--- config.mk ---
export PLATFORM = sky130hd
export DESIGN_NAME = atc_timer
export DESIGN_NICKNAME = d
export VERILOG_FILES = /design/src/rtl/atc_pkg.sv /design/src/rtl/atc_tick_if.sv /design/src/rtl/atc_timer.sv /design/src/rtl/atc_prescaler.sv
export SDC_FILE = /design/constraint.sdc
export NUM_CORES = 1
export LEC_CHECK = 0
export ABC_AREA = 1
export BUFFER_PORTS_ARGS = -buffer_cell sky130_fd_sc_hd__buf_2
export CAP_MARGIN = 10
export CORE_ASPECT_RATIO = 2
export CORE_MARGIN = 3
export CORE_UTILIZATION = 61
export CTS_CLUSTER_DIAMETER = 30
export CTS_CLUSTER_SIZE = 10
export DETAILED_ROUTE_END_ITERATION = 6
export PLACE_DENSITY_LB_ADDON = 0.25
export SKIP_LAST_GASP = 1
export SLEW_MARGIN = 20
export SYNTH_ARGS = -nofsm -noshare
export SYNTH_HDL_FRONTEND = slang
export SYNTH_HIERARCHICAL = 1
export SYNTH_SLANG_ARGS = --single-unit
--- constraint.sdc ---
create_clock -name i_clk -period 8.3 [get_ports i_clk]
set_input_delay 0.415 -clock i_clk [delete_from_list [all_inputs] [get_ports i_clk]]
set_output_delay 0.415 -clock i_clk [all_outputs]
set_load 0.01 [all_outputs]
--- src/rtl/atc_pkg.sv ---
// Package with register map, field layout and reset values of the timer core
package atc_pkg;
  // Byte addresses of the registers
  localparam logic [7:0] ADDR_CTRL = 8'h00;
  localparam logic [7:0] ADDR_DIR = 8'h04;
  localparam logic [7:0] ADDR_CHAN_ENABLE_POLARITY = 8'h20;
  localparam logic [7:0] ADDR_COUNTER_VALUE = 8'h24;
  localparam logic [7:0] ADDR_PRESCALE_DIVIDER = 8'h28;
  localparam logic [7:0] ADDR_RELOAD_LIMIT = 8'h2C;
  localparam logic [7:0] ADDR_REPEAT_PERIOD = 8'h30;
  localparam logic [7:0] ADDR_CHAN_VALUE_BASE = 8'h34;
  // Reset values
  localparam logic [15:0] RST_CHAN_ENABLE_POLARITY = 16'h0000;
  localparam logic [15:0] RST_COUNTER_VALUE = 16'h0000;
  localparam logic [15:0] RST_PRESCALE_DIVIDER = 16'h0000;
  localparam logic [15:0] RST_RELOAD_LIMIT = 16'hFFFF;
  localparam logic [7:0] RST_REPEAT_PERIOD = 8'h00;
  localparam logic [7:0] RST_DIR = 8'h00;
  localparam logic [2:0] RST_CTRL = 3'h0;
  // Enable/polarity word layout: group of four bits per channel
  localparam int CHAN_GROUP_W = 4;
  localparam int POS_ENABLE = 0;
  localparam int POS_POLARITY = 1;
  localparam int POS_COMP_ENABLE = 2;
  localparam int POS_COMP_POLARITY = 3;
  localparam logic [15:0] CCEN_WRITE_MASK = 16'h3FFF;
  localparam logic [15:0] CCEN_POLARITY_MASK = 16'h2AAA;
  // Control register fields
  localparam int POS_COUNT_ENABLE = 0;
  localparam int POS_PROT_LO = 1;
  localparam logic [1:0] PROT_LEVEL_GUARD = 2'h2;
  // Direction select codes
  localparam logic [1:0] DIR_OUTPUT = 2'h0;
  localparam logic [1:0] DIR_IN_OWN = 2'h1;
  localparam logic [1:0] DIR_IN_PARTNER = 2'h2;
  localparam logic [1:0] DIR_IN_TRIGGER = 2'h3;
  // AHB transfer type bit that marks an active transfer
  localparam int HTRANS_ACTIVE_BIT = 1;
endpackage : atc_pkg

--- src/rtl/atc_tick_if.sv ---
// Interface between timer core and its prescaler
`timescale 1ns/1ps
interface atc_tick_if #(parameter int W = 16);
  logic [W-1:0] prescale_value;
  logic restart;
  logic counter_clock;
  modport core (output prescale_value, output restart, input counter_clock);
  modport prs (input prescale_value, input restart, output counter_clock);
endinterface : atc_tick_if

--- src/rtl/atc_timer.sv ---
// Timer core: counter, prescaler, repetition, channel enable and polarity
// Function
// - Output channel enable 0 keeps pin inactive, 1 drives compare output.
// - Input channel enable gates capture of the counter into channel value.
// - Output polarity 0 active high, 1 active low for the main output.
// - Input polarity 0 uses input as is, 1 uses its inverse.
// - Polarity bits ignore writes while protection level is 2 or 3.
// - Complementary enable switches the inverted companion output off or on.
// - Complementary polarity 0 active high, 1 active low.
// - Channels 2 and 3 repeat channel 1's four-bit group at bits 4 and 8.
// - Channel 4 has enable and polarity at 12 and 13; bits 15:14 reserved.
// - Counter clock is input clock divided by prescale value plus one.
// - Counter holds while reload value is zero; reload resets to all ones.
// - Repetition counter reaching zero raises update, restarts from repeat value.
// - Written repeat value is shadowed until the next update event.
// - Direction select 00 is output, other codes pick different inputs.
//
// Local design decision: the AHB-Lite register port.
`timescale 1ns/1ps
module atc_timer #(
  parameter int CNT_W = 16,
  parameter int REP_W = 8
) (
  // Clock and reset
  input wire logic i_clk,
  input wire logic i_rst_n,
  // AHB-Lite slave
  input wire logic i_hsel,
  input wire logic [31:0] i_haddr,
  input wire logic [1:0] i_htrans,
  input wire logic i_hwrite,
  input wire logic [2:0] i_hsize,
  input wire logic [31:0] i_hwdata,
  input wire logic i_hready,
  output logic o_hreadyout,
  output logic o_hresp,
  output logic [31:0] o_hrdata,
  // Channel pins
  input wire logic [3:0] i_chan_filtered_in,
  input wire logic i_trigger_in,
  output logic [3:0] o_chan_compare_out,
  output logic [3:0] o_chan_compare_oe,
  output logic [2:0] o_chan_compare_out_inv,
  output logic [2:0] o_chan_compare_inv_oe,
  // Events
  output logic o_update_event
);
  // Counter width is fixed by the map and repetition width limited to 1..16; others are refused at elaboration
  if (CNT_W != 16 || REP_W < 1 || REP_W > 16) begin : g_bad_width
    $error("atc_timer: unsupported width");
  end

  // Reset released through two flops
  logic [1:0] rst_sync_q;
  logic rst_n;
  always_ff @(posedge i_clk or negedge i_rst_n) begin
    if (!i_rst_n) begin
      rst_sync_q <= 2'h0;
    end else begin
      rst_sync_q <= {rst_sync_q[0], 1'b1};
    end
  end
  assign rst_n = rst_sync_q[1];

  // Register state
  logic [2:0] ctrl_q;
  logic [7:0] dir_q;
  logic [15:0] ccen_q;
  logic [CNT_W-1:0] cnt_q;
  logic [CNT_W-1:0] psc_q;
  logic [CNT_W-1:0] psc_act_q;
  logic [CNT_W-1:0] reload_q;
  logic [REP_W-1:0] rep_shadow_q;
  logic [REP_W-1:0] rep_cnt_q;
  logic [CNT_W-1:0] chv_q [4];
  logic [3:0] src_prev_q;

  // Source of a channel's input for a direction code
  function automatic logic pick_source(input logic [1:0] dir, input logic own,
                                       input logic partner, input logic trig);
    case (dir)
      atc_pkg::DIR_IN_OWN: pick_source = own;
      atc_pkg::DIR_IN_PARTNER: pick_source = partner;
      atc_pkg::DIR_IN_TRIGGER: pick_source = trig;
      default: pick_source = 1'b0;
    endcase
  endfunction : pick_source

  // Bit position of a field within a channel group
  function automatic int field_pos(input int ch, input int pos);
    field_pos = ch * atc_pkg::CHAN_GROUP_W + pos;
  endfunction : field_pos

  // AHB address phase capture
  logic addr_ok;
  logic wr_pend_q;
  logic [7:0] wr_addr_q;
  logic stall;
  assign addr_ok = i_hsel && i_htrans[atc_pkg::HTRANS_ACTIVE_BIT] && i_hready;
  // A read right behind a write waits one cycle so it sees the new value
  assign stall = wr_pend_q && i_hsel && i_htrans[atc_pkg::HTRANS_ACTIVE_BIT] && !i_hwrite;
  assign o_hreadyout = !stall;
  assign o_hresp = 1'b0;

  always_ff @(posedge i_clk or negedge rst_n) begin
    if (!rst_n) begin
      wr_pend_q <= 1'b0;
      wr_addr_q <= 8'h00;
    end else begin
      wr_pend_q <= addr_ok && i_hwrite && !stall;
      wr_addr_q <= i_haddr[7:0];
    end
  end

  // Write strobes, taken in the data phase
  logic wr_ctrl, wr_dir, wr_ccen, wr_cnt, wr_psc, wr_reload, wr_rep;
  logic [3:0] wr_chv;
  logic in_map;
  assign in_map = wr_pend_q;
  assign wr_ctrl = in_map && wr_addr_q == atc_pkg::ADDR_CTRL;
  assign wr_dir = in_map && wr_addr_q == atc_pkg::ADDR_DIR;
  assign wr_ccen = in_map && wr_addr_q == atc_pkg::ADDR_CHAN_ENABLE_POLARITY;
  assign wr_cnt = in_map && wr_addr_q == atc_pkg::ADDR_COUNTER_VALUE;
  assign wr_psc = in_map && wr_addr_q == atc_pkg::ADDR_PRESCALE_DIVIDER;
  assign wr_reload = in_map && wr_addr_q == atc_pkg::ADDR_RELOAD_LIMIT;
  assign wr_rep = in_map && wr_addr_q == atc_pkg::ADDR_REPEAT_PERIOD;
  for (genvar c = 0; c < 4; c++) begin : g_wr_chv
    assign wr_chv[c] = in_map && wr_addr_q == atc_pkg::ADDR_CHAN_VALUE_BASE + 8'(4 * c);
  end

  // Control and direction select; direction is frozen while channel enabled
  always_ff @(posedge i_clk or negedge rst_n) begin
    if (!rst_n) begin
      ctrl_q <= atc_pkg::RST_CTRL;
      dir_q <= atc_pkg::RST_DIR;
    end else begin
      if (wr_ctrl) begin
        ctrl_q <= i_hwdata[2:0];
      end
      if (wr_dir) begin
        for (int c = 0; c < 4; c++) begin
          if (!ccen_q[field_pos(c, atc_pkg::POS_ENABLE)]) begin
            dir_q[2*c +: 2] <= i_hwdata[2*c +: 2];
          end
        end
      end
    end
  end

  // Enable/polarity word with protected polarity bits
  logic [1:0] prot_level;
  logic [15:0] ccen_keep;
  assign prot_level = ctrl_q[atc_pkg::POS_PROT_LO +: 2];
  assign ccen_keep = (prot_level >= atc_pkg::PROT_LEVEL_GUARD) ?
                     atc_pkg::CCEN_POLARITY_MASK : 16'h0000;
  always_ff @(posedge i_clk or negedge rst_n) begin
    if (!rst_n) begin
      ccen_q <= atc_pkg::RST_CHAN_ENABLE_POLARITY;
    end else if (wr_ccen) begin
      // Reserved bits 15:14 stay zero
      ccen_q <= ((i_hwdata[15:0] & ~ccen_keep) | (ccen_q & ccen_keep))
                & atc_pkg::CCEN_WRITE_MASK;
    end
  end

  // Prescaler instance
  atc_tick_if #(.W(CNT_W)) tick ();
  atc_prescaler #(.W(CNT_W)) u_prescaler (
    .i_clk(i_clk),
    .i_rst_n(rst_n),
    .tick(tick.prs)
  );

  // Counter, overflow and repetition
  logic count_en;
  logic overflow;
  logic update;
  assign count_en = ctrl_q[atc_pkg::POS_COUNT_ENABLE];
  // A zero reload value keeps the counter still
  assign overflow = count_en && tick.counter_clock && (reload_q != '0) &&
                    (cnt_q >= reload_q);
  assign update = overflow && (rep_cnt_q == '0);
  assign tick.prescale_value = psc_act_q;
  assign tick.restart = update;

  always_ff @(posedge i_clk or negedge rst_n) begin
    if (!rst_n) begin
      cnt_q <= atc_pkg::RST_COUNTER_VALUE;
    end else if (wr_cnt) begin
      cnt_q <= i_hwdata[CNT_W-1:0];
    end else if (overflow) begin
      cnt_q <= '0;
    end else if (count_en && tick.counter_clock && reload_q != '0) begin
      cnt_q <= cnt_q + 1'b1;
    end
  end

  // Prescale, reload and repetition registers; prescale and repetition with their shadows, reload written directly
  always_ff @(posedge i_clk or negedge rst_n) begin
    if (!rst_n) begin
      psc_q <= atc_pkg::RST_PRESCALE_DIVIDER;
      psc_act_q <= atc_pkg::RST_PRESCALE_DIVIDER;
      reload_q <= atc_pkg::RST_RELOAD_LIMIT;
      rep_shadow_q <= REP_W'(atc_pkg::RST_REPEAT_PERIOD);
    end else begin
      if (wr_psc) begin
        psc_q <= i_hwdata[CNT_W-1:0];
      end
      if (wr_reload) begin
        reload_q <= i_hwdata[CNT_W-1:0];
      end
      if (wr_rep) begin
        rep_shadow_q <= i_hwdata[REP_W-1:0];
      end
      if (update) begin
        psc_act_q <= psc_q;
      end
    end
  end

  // Down counter of overflows; new repeat value applies only at update
  always_ff @(posedge i_clk or negedge rst_n) begin
    if (!rst_n) begin
      rep_cnt_q <= REP_W'(atc_pkg::RST_REPEAT_PERIOD);
    end else if (update) begin
      rep_cnt_q <= rep_shadow_q;
    end else if (overflow) begin
      rep_cnt_q <= rep_cnt_q - 1'b1;
    end
  end

  always_ff @(posedge i_clk or negedge rst_n) begin
    if (!rst_n) begin
      o_update_event <= 1'b0;
    end else begin
      o_update_event <= update;
    end
  end

  // Channel input sources after polarity
  logic [3:0] src;
  logic [3:0] capture;
  always_comb begin
    for (int c = 0; c < 4; c++) begin
      src[c] = pick_source(dir_q[2*c +: 2], i_chan_filtered_in[c],
                           i_chan_filtered_in[c ^ 1], i_trigger_in)
               ^ ccen_q[field_pos(c, atc_pkg::POS_POLARITY)];
      capture[c] = (dir_q[2*c +: 2] != atc_pkg::DIR_OUTPUT) && src[c] && !src_prev_q[c]
                   && ccen_q[field_pos(c, atc_pkg::POS_ENABLE)];
    end
  end

  // Edge history and channel values; a capture wins over a bus write
  always_ff @(posedge i_clk or negedge rst_n) begin
    if (!rst_n) begin
      src_prev_q <= 4'h0;
      for (int c = 0; c < 4; c++) begin
        chv_q[c] <= '0;
      end
    end else begin
      src_prev_q <= src;
      for (int c = 0; c < 4; c++) begin
        if (capture[c]) begin
          chv_q[c] <= cnt_q;
        end else if (wr_chv[c]) begin
          chv_q[c] <= i_hwdata[CNT_W-1:0];
        end
      end
    end
  end

  // Compare outputs: reference is high while counter is below channel value
  always_ff @(posedge i_clk or negedge rst_n) begin
    if (!rst_n) begin
      o_chan_compare_out <= 4'h0;
      o_chan_compare_oe <= 4'h0;
      o_chan_compare_out_inv <= 3'h0;
      o_chan_compare_inv_oe <= 3'h0;
    end else begin
      for (int c = 0; c < 4; c++) begin
        // Disabled pins are released and read low
        if (dir_q[2*c +: 2] == atc_pkg::DIR_OUTPUT &&
            ccen_q[field_pos(c, atc_pkg::POS_ENABLE)]) begin
          o_chan_compare_oe[c] <= 1'b1;
          o_chan_compare_out[c] <= (cnt_q < chv_q[c]) ^
                                   ccen_q[field_pos(c, atc_pkg::POS_POLARITY)];
        end else begin
          o_chan_compare_oe[c] <= 1'b0;
          o_chan_compare_out[c] <= 1'b0;
        end
      end
      for (int c = 0; c < 3; c++) begin
        if (dir_q[2*c +: 2] == atc_pkg::DIR_OUTPUT &&
            ccen_q[field_pos(c, atc_pkg::POS_COMP_ENABLE)]) begin
          o_chan_compare_inv_oe[c] <= 1'b1;
          o_chan_compare_out_inv[c] <= !(cnt_q < chv_q[c]) ^
                                       ccen_q[field_pos(c, atc_pkg::POS_COMP_POLARITY)];
        end else begin
          o_chan_compare_inv_oe[c] <= 1'b0;
          o_chan_compare_out_inv[c] <= 1'b0;
        end
      end
    end
  end

  // Read value, registered in the address phase; unmapped reads give zero
  logic [31:0] rd_val;
  always_comb begin
    rd_val = 32'h0000_0000;
    case (i_haddr[7:0])
      atc_pkg::ADDR_CTRL: rd_val[2:0] = ctrl_q;
      atc_pkg::ADDR_DIR: rd_val[7:0] = dir_q;
      atc_pkg::ADDR_CHAN_ENABLE_POLARITY: rd_val[15:0] = ccen_q;
      atc_pkg::ADDR_COUNTER_VALUE: rd_val[15:0] = cnt_q;
      atc_pkg::ADDR_PRESCALE_DIVIDER: rd_val[15:0] = psc_q;
      atc_pkg::ADDR_RELOAD_LIMIT: rd_val[15:0] = reload_q;
      atc_pkg::ADDR_REPEAT_PERIOD: rd_val[REP_W-1:0] = rep_shadow_q;
      atc_pkg::ADDR_CHAN_VALUE_BASE: rd_val[15:0] = chv_q[0];
      atc_pkg::ADDR_CHAN_VALUE_BASE + 8'h04: rd_val[15:0] = chv_q[1];
      atc_pkg::ADDR_CHAN_VALUE_BASE + 8'h08: rd_val[15:0] = chv_q[2];
      atc_pkg::ADDR_CHAN_VALUE_BASE + 8'h0C: rd_val[15:0] = chv_q[3];
      default: rd_val = 32'h0000_0000;
    endcase
  end

  always_ff @(posedge i_clk or negedge rst_n) begin
    if (!rst_n) begin
      o_hrdata <= 32'h0000_0000;
    end else if (addr_ok && !i_hwrite && !stall) begin
      o_hrdata <= rd_val;
    end
  end
endmodule : atc_timer

--- src/rtl/atc_prescaler.sv ---
// Prescaler that turns the timer clock into counter clock ticks
`timescale 1ns/1ps
module atc_prescaler #(
  parameter int W = 16
) (
  // Clock and reset
  input wire logic i_clk,
  input wire logic i_rst_n,
  // Core side
  atc_tick_if.prs tick
);
  logic [W-1:0] div_q;

  // Widths the divider compare cannot serve are refused at elaboration
  if (W < 1 || W > 32) begin : g_bad_width
    $error("atc_prescaler: width out of range");
  end

  // Divide by prescale value plus one; a restart realigns the phase
  always_ff @(posedge i_clk or negedge i_rst_n) begin
    if (!i_rst_n) begin
      div_q <= '0;
    end else if (tick.restart || div_q >= tick.prescale_value) begin
      div_q <= '0;
    end else begin
      div_q <= div_q + 1'b1;
    end
  end

  // One tick per division period; restart is derived from this tick, so gating on it would loop
  assign tick.counter_clock = (div_q >= tick.prescale_value);
endmodule : atc_prescaler

==> flow_metrics.tcl, run 1 <==
set metrics [dict create \
    timing.hold.ws_ps 37.0 \
    synth_common_cells "nand2_1 (466), inv_1 (239), nand3_1 (225), dfrtp_1 (215), o21ai_0 (149)" \
    worstPathArrival_ps 3480 \
    start_util 0.627 \
    vias 13100 \
    area_growth_pct 11.4 \
    grt_max_degree 70 \
    hpwl_mm 32.9 \
    avgSynthCellArea_um2 7.65 \
    grt_first_pass_wirelength_mm 70.3 \
    synth-seq-area-share 0.405 \
    seq_area_mm2 0.00580 \
    fin_nets 2099 \
    critPathCaptureType "flip-flop" \
    min_path_type "input pin to flip-flop" \
    worstSetupPathType "flip-flop to flip-flop" \
    multi_input_area_mm2 0.00714 \
    fp.coreArea_mm2 0.0228 \
    cp-start-kind "flip-flop" \
    synth_top_area_frac 0.376 \
    dpl_worst_slack_ps 5310 \
    clock_skew_ps 22.0 \
    drc_errors 0 \
    rsz0062_at_grt "false" \
    gp_congestion 0.980 \
    antenna_cells 0 \
    cts-root-buf "clkbuf_16" \
    fin_ws_ps 5270 \
    cts_num_sinks 231 \
    yosys-top-cells-area "dfrtp_1 (38%), nand2_1 (12%), ha_1 (8.3%), nand3_1 (7.9%), inv_1 (6.3%)" \
    postSynthCellCount 1871 \
    cts_setup_buffers 0 \
    track_usage 0.360 \
    die_x_um 114 \
    clockBufferDepth 3 \
    instances_no_fill 2231 \
    yosysTopAreaCell "dfrtp_1" \
    antenna_found_initial 0 \
    h-tree-depth 2 \
    dr.pass1.iters 6 \
    avgViaCountPerCell 5.89 \
    leakage_nw 8.47 \
    synth.distinct_cells 45 \
    drtIter0Drc 1246 \
    post-route-min-period_ps 3030 \
    outcome "complete, no violations" \
    fill_cells 1918 \
    cp_max_fo 31 \
    numCtsBuffers 38 \
    final_max_slew_viol_count 0 \
    wl_per_cell_um 20.3 \
    cts.hold.buffers_added 1 \
    port_buffers 66 \
    worst_slew_pin_slew_ps 988 \
    grt_pass1_vias 13100 \
    ios 128 \
    ctsResizeCount 0 \
    fp-row-count 78 \
    hold_violations 0 \
    ys_seq_elements 231 \
    die_y_um 223 \
    yosys.cell_count.top_type "nand2_1" \
    syn_area_mm2 0.0143 \
    clkSlewWorstSetupHoldPaths_ps 50 \
    globalRouteOverflowTotal 0 \
    setup_viol 0 \
    period_share 0.365 \
    cts_tree "yes" \
    clk_latency_ps 530 \
    drive_gt1_frac 0.119 \
    powerDensity_mw_per_mm2 230 \
    required_ps 8740 \
    max_slew_margin 0.340 \
    setup-tns-final_ps 0 \
    drtAntennaViolNets 0 \
    wirelength_mm 45.3 \
    dieArea_mm2 0.0254 \
    dp.cells 2164 \
    ir_drop_v 0.000227 \
    yosys_most_used_dff "dfrtp_1" \
    yosysWarnings 6 \
    synth_edf_count 0 \
    async_reset_ff_frac 1.00 \
    fmax_ghz 0.330 \
    cap_violations 0 \
]
==> final timing paths <==
check	slack, ps	depth (start not counted)	startpoint	endpoint
max in group asynchronous	5920	2	rst_sync_q[1]$_DFF_PN0_	cnt_q[4]$_DFFE_PN0P_
worst min-delay path	40	1	i_haddr[1]	wr_addr_q[1]$_DFF_PN0_
worst max-delay path	5270	15	cnt_q[5]$_DFFE_PN0P_	u_prescaler/div_q[2]$_DFF_PN0_
worst min register to register	290	0	rst_sync_q[1]$_DFF_PN0_	o_chan_compare_inv_oe[2]$_DFF_PN0_
worst max register to register	5270	15	cnt_q[5]$_DFFE_PN0P_	u_prescaler/div_q[2]$_DFF_PN0_
min in group asynchronous	190	2	i_rst_n	rst_sync_q[1]$_DFF_PN0_
==> per-layer routing <==
| metal | vias up | wire length, um | track usage |
|---|---|---|---|
| met5 | - | 0 | 0 |
| met1 | 6193 | 15100 | 0.384 |
| met3 | 222 | 2890 | 0.0523 |
| met4 | 0 | 5030 | 0.331 |
| met2 | 595 | 22300 | 0.598 |
| li1 | 6135 | - | - |
==> logic make-up (layout without fill, tap and decap cells) <==
family / Yosys count / in the layout / synth area share
flip-flops: 231 / 231 / 0.405
adder cells (fa/ha/maj): 95 / 95 / 0.0831
other: 2 / 18 / 0.000525
AO/OA/AOI/OAI: 261 / 261 / 0.106
AND/OR/NAND/NOR: 924 / 924 / 0.283
XOR/XNOR: 29 / 29 / 0.0217
buffers and inverters: 329 / 393 / 0.100
==> registers in the layout, summed over array words and instances, names as in the netlist, 4 cells and up, named ones only <==
| name | flops |
|---|---|
| ccen_q | 7 |
| chv_q | 64 |
| cnt_q | 16 |
| dir_q | 8 |
| o_chan_compare_oe | 4 |
| o_chan_compare_out | 4 |
| o_hrdata | 16 |
| psc_act_q | 16 |
| psc_q | 16 |
| reload_q | 16 |
| rep_cnt_q | 8 |
| rep_shadow_q | 8 |
| src_prev_q | 4 |
| u_prescaler/div_q | 16 |
| wr_addr_q | 8 |
==> placed cells by master, fill, tap and decap left out, drive strengths merged <==
| cell | Yosys | layout |
|---|---|---|
| o221ai | 10 | 10 |
| nor2 | 163 | 163 |
| nand3 | 230 | 230 |
| nand3b | 6 | 6 |
| xor2 | 25 | 25 |
| clkbuf | 19 | 50 |
| o22ai | 12 | 12 |
| a21oi | 47 | 47 |
| nand2 | 480 | 480 |
| dfrtp | 215 | 215 |
| ha | 95 | 95 |
| o21a | 1 | 1 |
| o21ai | 164 | 164 |
| nand4 | 15 | 15 |
| inv | 248 | 249 |
| dlygate4sd3 | 0 | 1 |
| xnor2 | 4 | 4 |
| o211ai | 16 | 16 |
| bufinv | 0 | 3 |
| nor4 | 1 | 1 |
| clkinvlp | 0 | 6 |
| a21boi | 6 | 6 |
| buf | 62 | 78 |
| a211oi | 1 | 1 |
| nor3 | 26 | 26 |
| conb | 2 | 18 |
| or2 | 3 | 3 |
| o2111ai | 4 | 4 |
| clkinv | 0 | 6 |
| dfstp | 16 | 16 |
==> per-stage QoR <==
step,power [mW],cell area [um^2],utilization
finish,3.66,15900,0.698
global route,3.81,15900,0.698
CTS,3.65,15900,0.698
detailed placement,2.06,14600,0.641
global placement,2.01,14600,0.641
floorplan,1.82,14400,-
==> critical path: stages (launching register included) <==
cell and delay (ps):
dfrtp_1 820, ha_1 370, nand2_1 70, nand2_1 50, nand2_1 50, nand2_1 50
nor2_1 100, nand2_1 110, nand2_1 90, nand2_2 150, nand3_1 120, buf_4 290
inv_1 130, inv_1 110, nand3_4 260, nor2_1 190
==> layout make-up <==
| type | count | area share |
|---|---|---|
| clock buffers | 50 | 0.0696 |
| inverters | 248 | 0.0584 |
| repair buffers | 79 | 0.0270 |
| clock inverters | 16 | 0.0111 |
| flip-flops and latches | 231 | 0.364 |
| well taps | 280 | 0.0220 |
| multi-input cells | 1327 | 0.448 |
==> where the power goes <==
group	total, mW	switching [mW]	internal, mW
combinational	0.717	0.473	0.244
sequential	1.34	0.133	1.21
clock	1.60	0.572	1.03
Power figures use the tool's default switching activity.
==> inputs of run 2 (changes only) <==
==> constraint.sdc (replaced) <==
create_clock -name i_clk -period 3.1 [get_ports i_clk]
set_input_delay 0.155 -clock i_clk [delete_from_list [all_inputs] [get_ports i_clk]]
set_output_delay 0.155 -clock i_clk [all_outputs]
set_load 0.01 [all_outputs]
==> flow_metrics.tcl, run 2 (same netlist as run 1, synthesis figures left out) <==
set metrics [dict create \
    start_util 0.627 \
    hpwl_mm 34.3 \
    worstSetupPathType "flip-flop to flip-flop" \
    post-route-min-period_ps 2530 \
    wl_met2_mm 23.2 \
    cts_tree "yes" \
    worst_slew_pin_slew_ps 1010 \
    powerDensity_mw_per_mm2 585 \
    p_seq_frac 0.358 \
    internal-power_mw 6.42 \
    cap_violations 0 \
    clockBufferDepth 3 \
    drc_errors 0 \
    dpl_worst_slack_ps 598 \
    ios 128 \
    drtAntennaViolNets 0 \
    cp-start-kind "flip-flop" \
    cts_num_sinks 231 \
    power.switching_mw 3.11 \
    dr.pass1.iters 6 \
    critPathCaptureType "flip-flop" \
    place_area_mm2 0.0149 \
    final_cell_mix "nand2_1 (466), inv_1 (239), nand3_1 (225)" \
    outcome "complete, no violations" \
    antenna_cells 0 \
    route.top_layer_used "met5" \
    fin_nets 2150 \
    hold_violations 0 \
    clockPowerShare 0.408 \
    min_path_type "input pin to flip-flop" \
    comb_power_share 0.235 \
    wirelength_mm 47.0 \
    fp.coreArea_mm2 0.0228 \
    cp_max_fo 16 \
    grt_max_degree 56 \
    max_slew_margin 0.327 \
    setup-tns-final_ps 0 \
    antenna_found_initial 3 \
    port_buffers 66 \
    clk_latency_ps 530 \
    numCtsBuffers 35 \
    fill_cells 1856 \
    fp-row-count 78 \
    rsz0062_at_grt "false" \
    drtIter0Drc 1210 \
    track_usage 0.376 \
    fin_ws_ps 568 \
    grt_pass1_vias 13800 \
    setup_viol 0 \
    grt_first_pass_wirelength_mm 73.1 \
    period_share 0.817 \
    worstPathArrival_ps 2970 \
    final_max_slew_viol_count 0 \
    cts-root-buf "clkbuf_16" \
    wl_met3_mm 3.13 \
    globalRouteOverflowTotal 0 \
    ctsResizeCount 0 \
    ir_drop_v 0.000478 \
    drive_gt1_frac 0.124 \
    die_y_um 223 \
    vias 13600 \
    area_growth_pct 13.9 \
    required_ps 3540 \
    avgViaCountPerCell 5.95 \
    reg2regPathDepth 15 \
    power.share.switching 0.326 \
    whs_path_depth 5 \
    gp_congestion 1.02 \
    dieArea_mm2 0.0254 \
    wl_met1_mm 15.3 \
    h-tree-depth 2 \
    leakage_nw 8.66 \
    top_register "chv_q" \
    fmax_ghz 0.395 \
    final_cell_area_mm2 0.0163 \
    final_common_cell "nand2_1" \
    largest_register_ff_count 64 \
    clock_skew_ps 12.6 \
    clkSlewWorstSetupHoldPaths_ps 60 \
    die_x_um 114 \
    wl_per_cell_um 20.6 \
]
-- run 2: area by class of cell --
type | count | area (um^2) | area share
tap | 280 | 350 | 0.0215
inverter | 248 | 931 | 0.0571
multi-input combinational | 1327 | 7130 | 0.438
timing repair buffer | 133 | 941 | 0.0577
clock inverter | 10 | 110 | 0.00676
sequential | 231 | 5800 | 0.356
clock buffer | 50 | 1020 | 0.0629
-- run 2: worst max-delay path, cell delays in order (launching register included) --
cell and delay (ps):
dfstp_2 530, inv_1 110, ha_1 320, nand2_1 80
nand2_1 60, nand2_1 50, nand2_1 50, nor2_1 120
nand2_1 110, nand2_1 100, nand2_2 150, nand3_1 130
inv_1 80, inv_1 90, nand3_4 250, nor2_1 200
-- run 2: path summary, 6_finish.rpt --
| kind | slack (ps) | end | start |
|---|---|---|---|
| max in group asynchronous | 1800 | psc_act_q[14]$_DFFE_PN0P_ | rst_sync_q[1]$_DFF_PN0_ |
| min in group asynchronous | 410 | src_prev_q[2]$_DFF_PN0_ | rst_sync_q[1]$_DFF_PN0_ |
| setup / recovery | 570 | u_prescaler/div_q[0]$_DFF_PN0_ | reload_q[5]$_DFFE_PN1P_ |
| setup reg to reg | 570 | u_prescaler/div_q[0]$_DFF_PN0_ | reload_q[5]$_DFFE_PN1P_ |
| hold / removal | 190 | src_prev_q[3]$_DFF_PN0_ | i_chan_filtered_in[2] |
| hold reg to reg | 360 | rst_sync_q[1]$_DFF_PN0_ | rst_sync_q[0]$_DFF_PN0_ |
-- run 2: metal layers --
| layer | up-vias | global-route usage |
|---|---|---|
| met4 | 6 | 0.343 |
| met5 | - | 0 |
| met1 | 6334 | 0.382 |
| met2 | 684 | 0.633 |
| li1 | 6241 | - |
| met3 | 288 | 0.0722 |
-- run 2: power by group through the flow --
stage                     registers (mW)  logic, mW  clock network [mW]
after global routing                3.43       2.50                4.02
after global placement              3.45       2.04                   0
after detailed placement            3.45       2.13                   0
after floorplan                     3.48       1.38                   0
after CTS                           3.40       2.18                3.88
final                               3.41       2.24                3.89
-- run 2: through the flow --
stage               hold slack (ps)   util  power, mW  std cells
global route                    203  0.713       9.95       2279
finish                          195  0.713       9.54       2279
floorplan                      -141      -       4.86       1887
CTS                             207  0.713       9.47       2279
detailed placement            -55.3  0.651       5.58       2191
global placement              -59.5  0.651       5.49       2191
-- run 2: what timing repair did --
action	CTS	global route
endpoints found under the hold margin	40	0
hold buffers	28	0
setup buffers	0	0
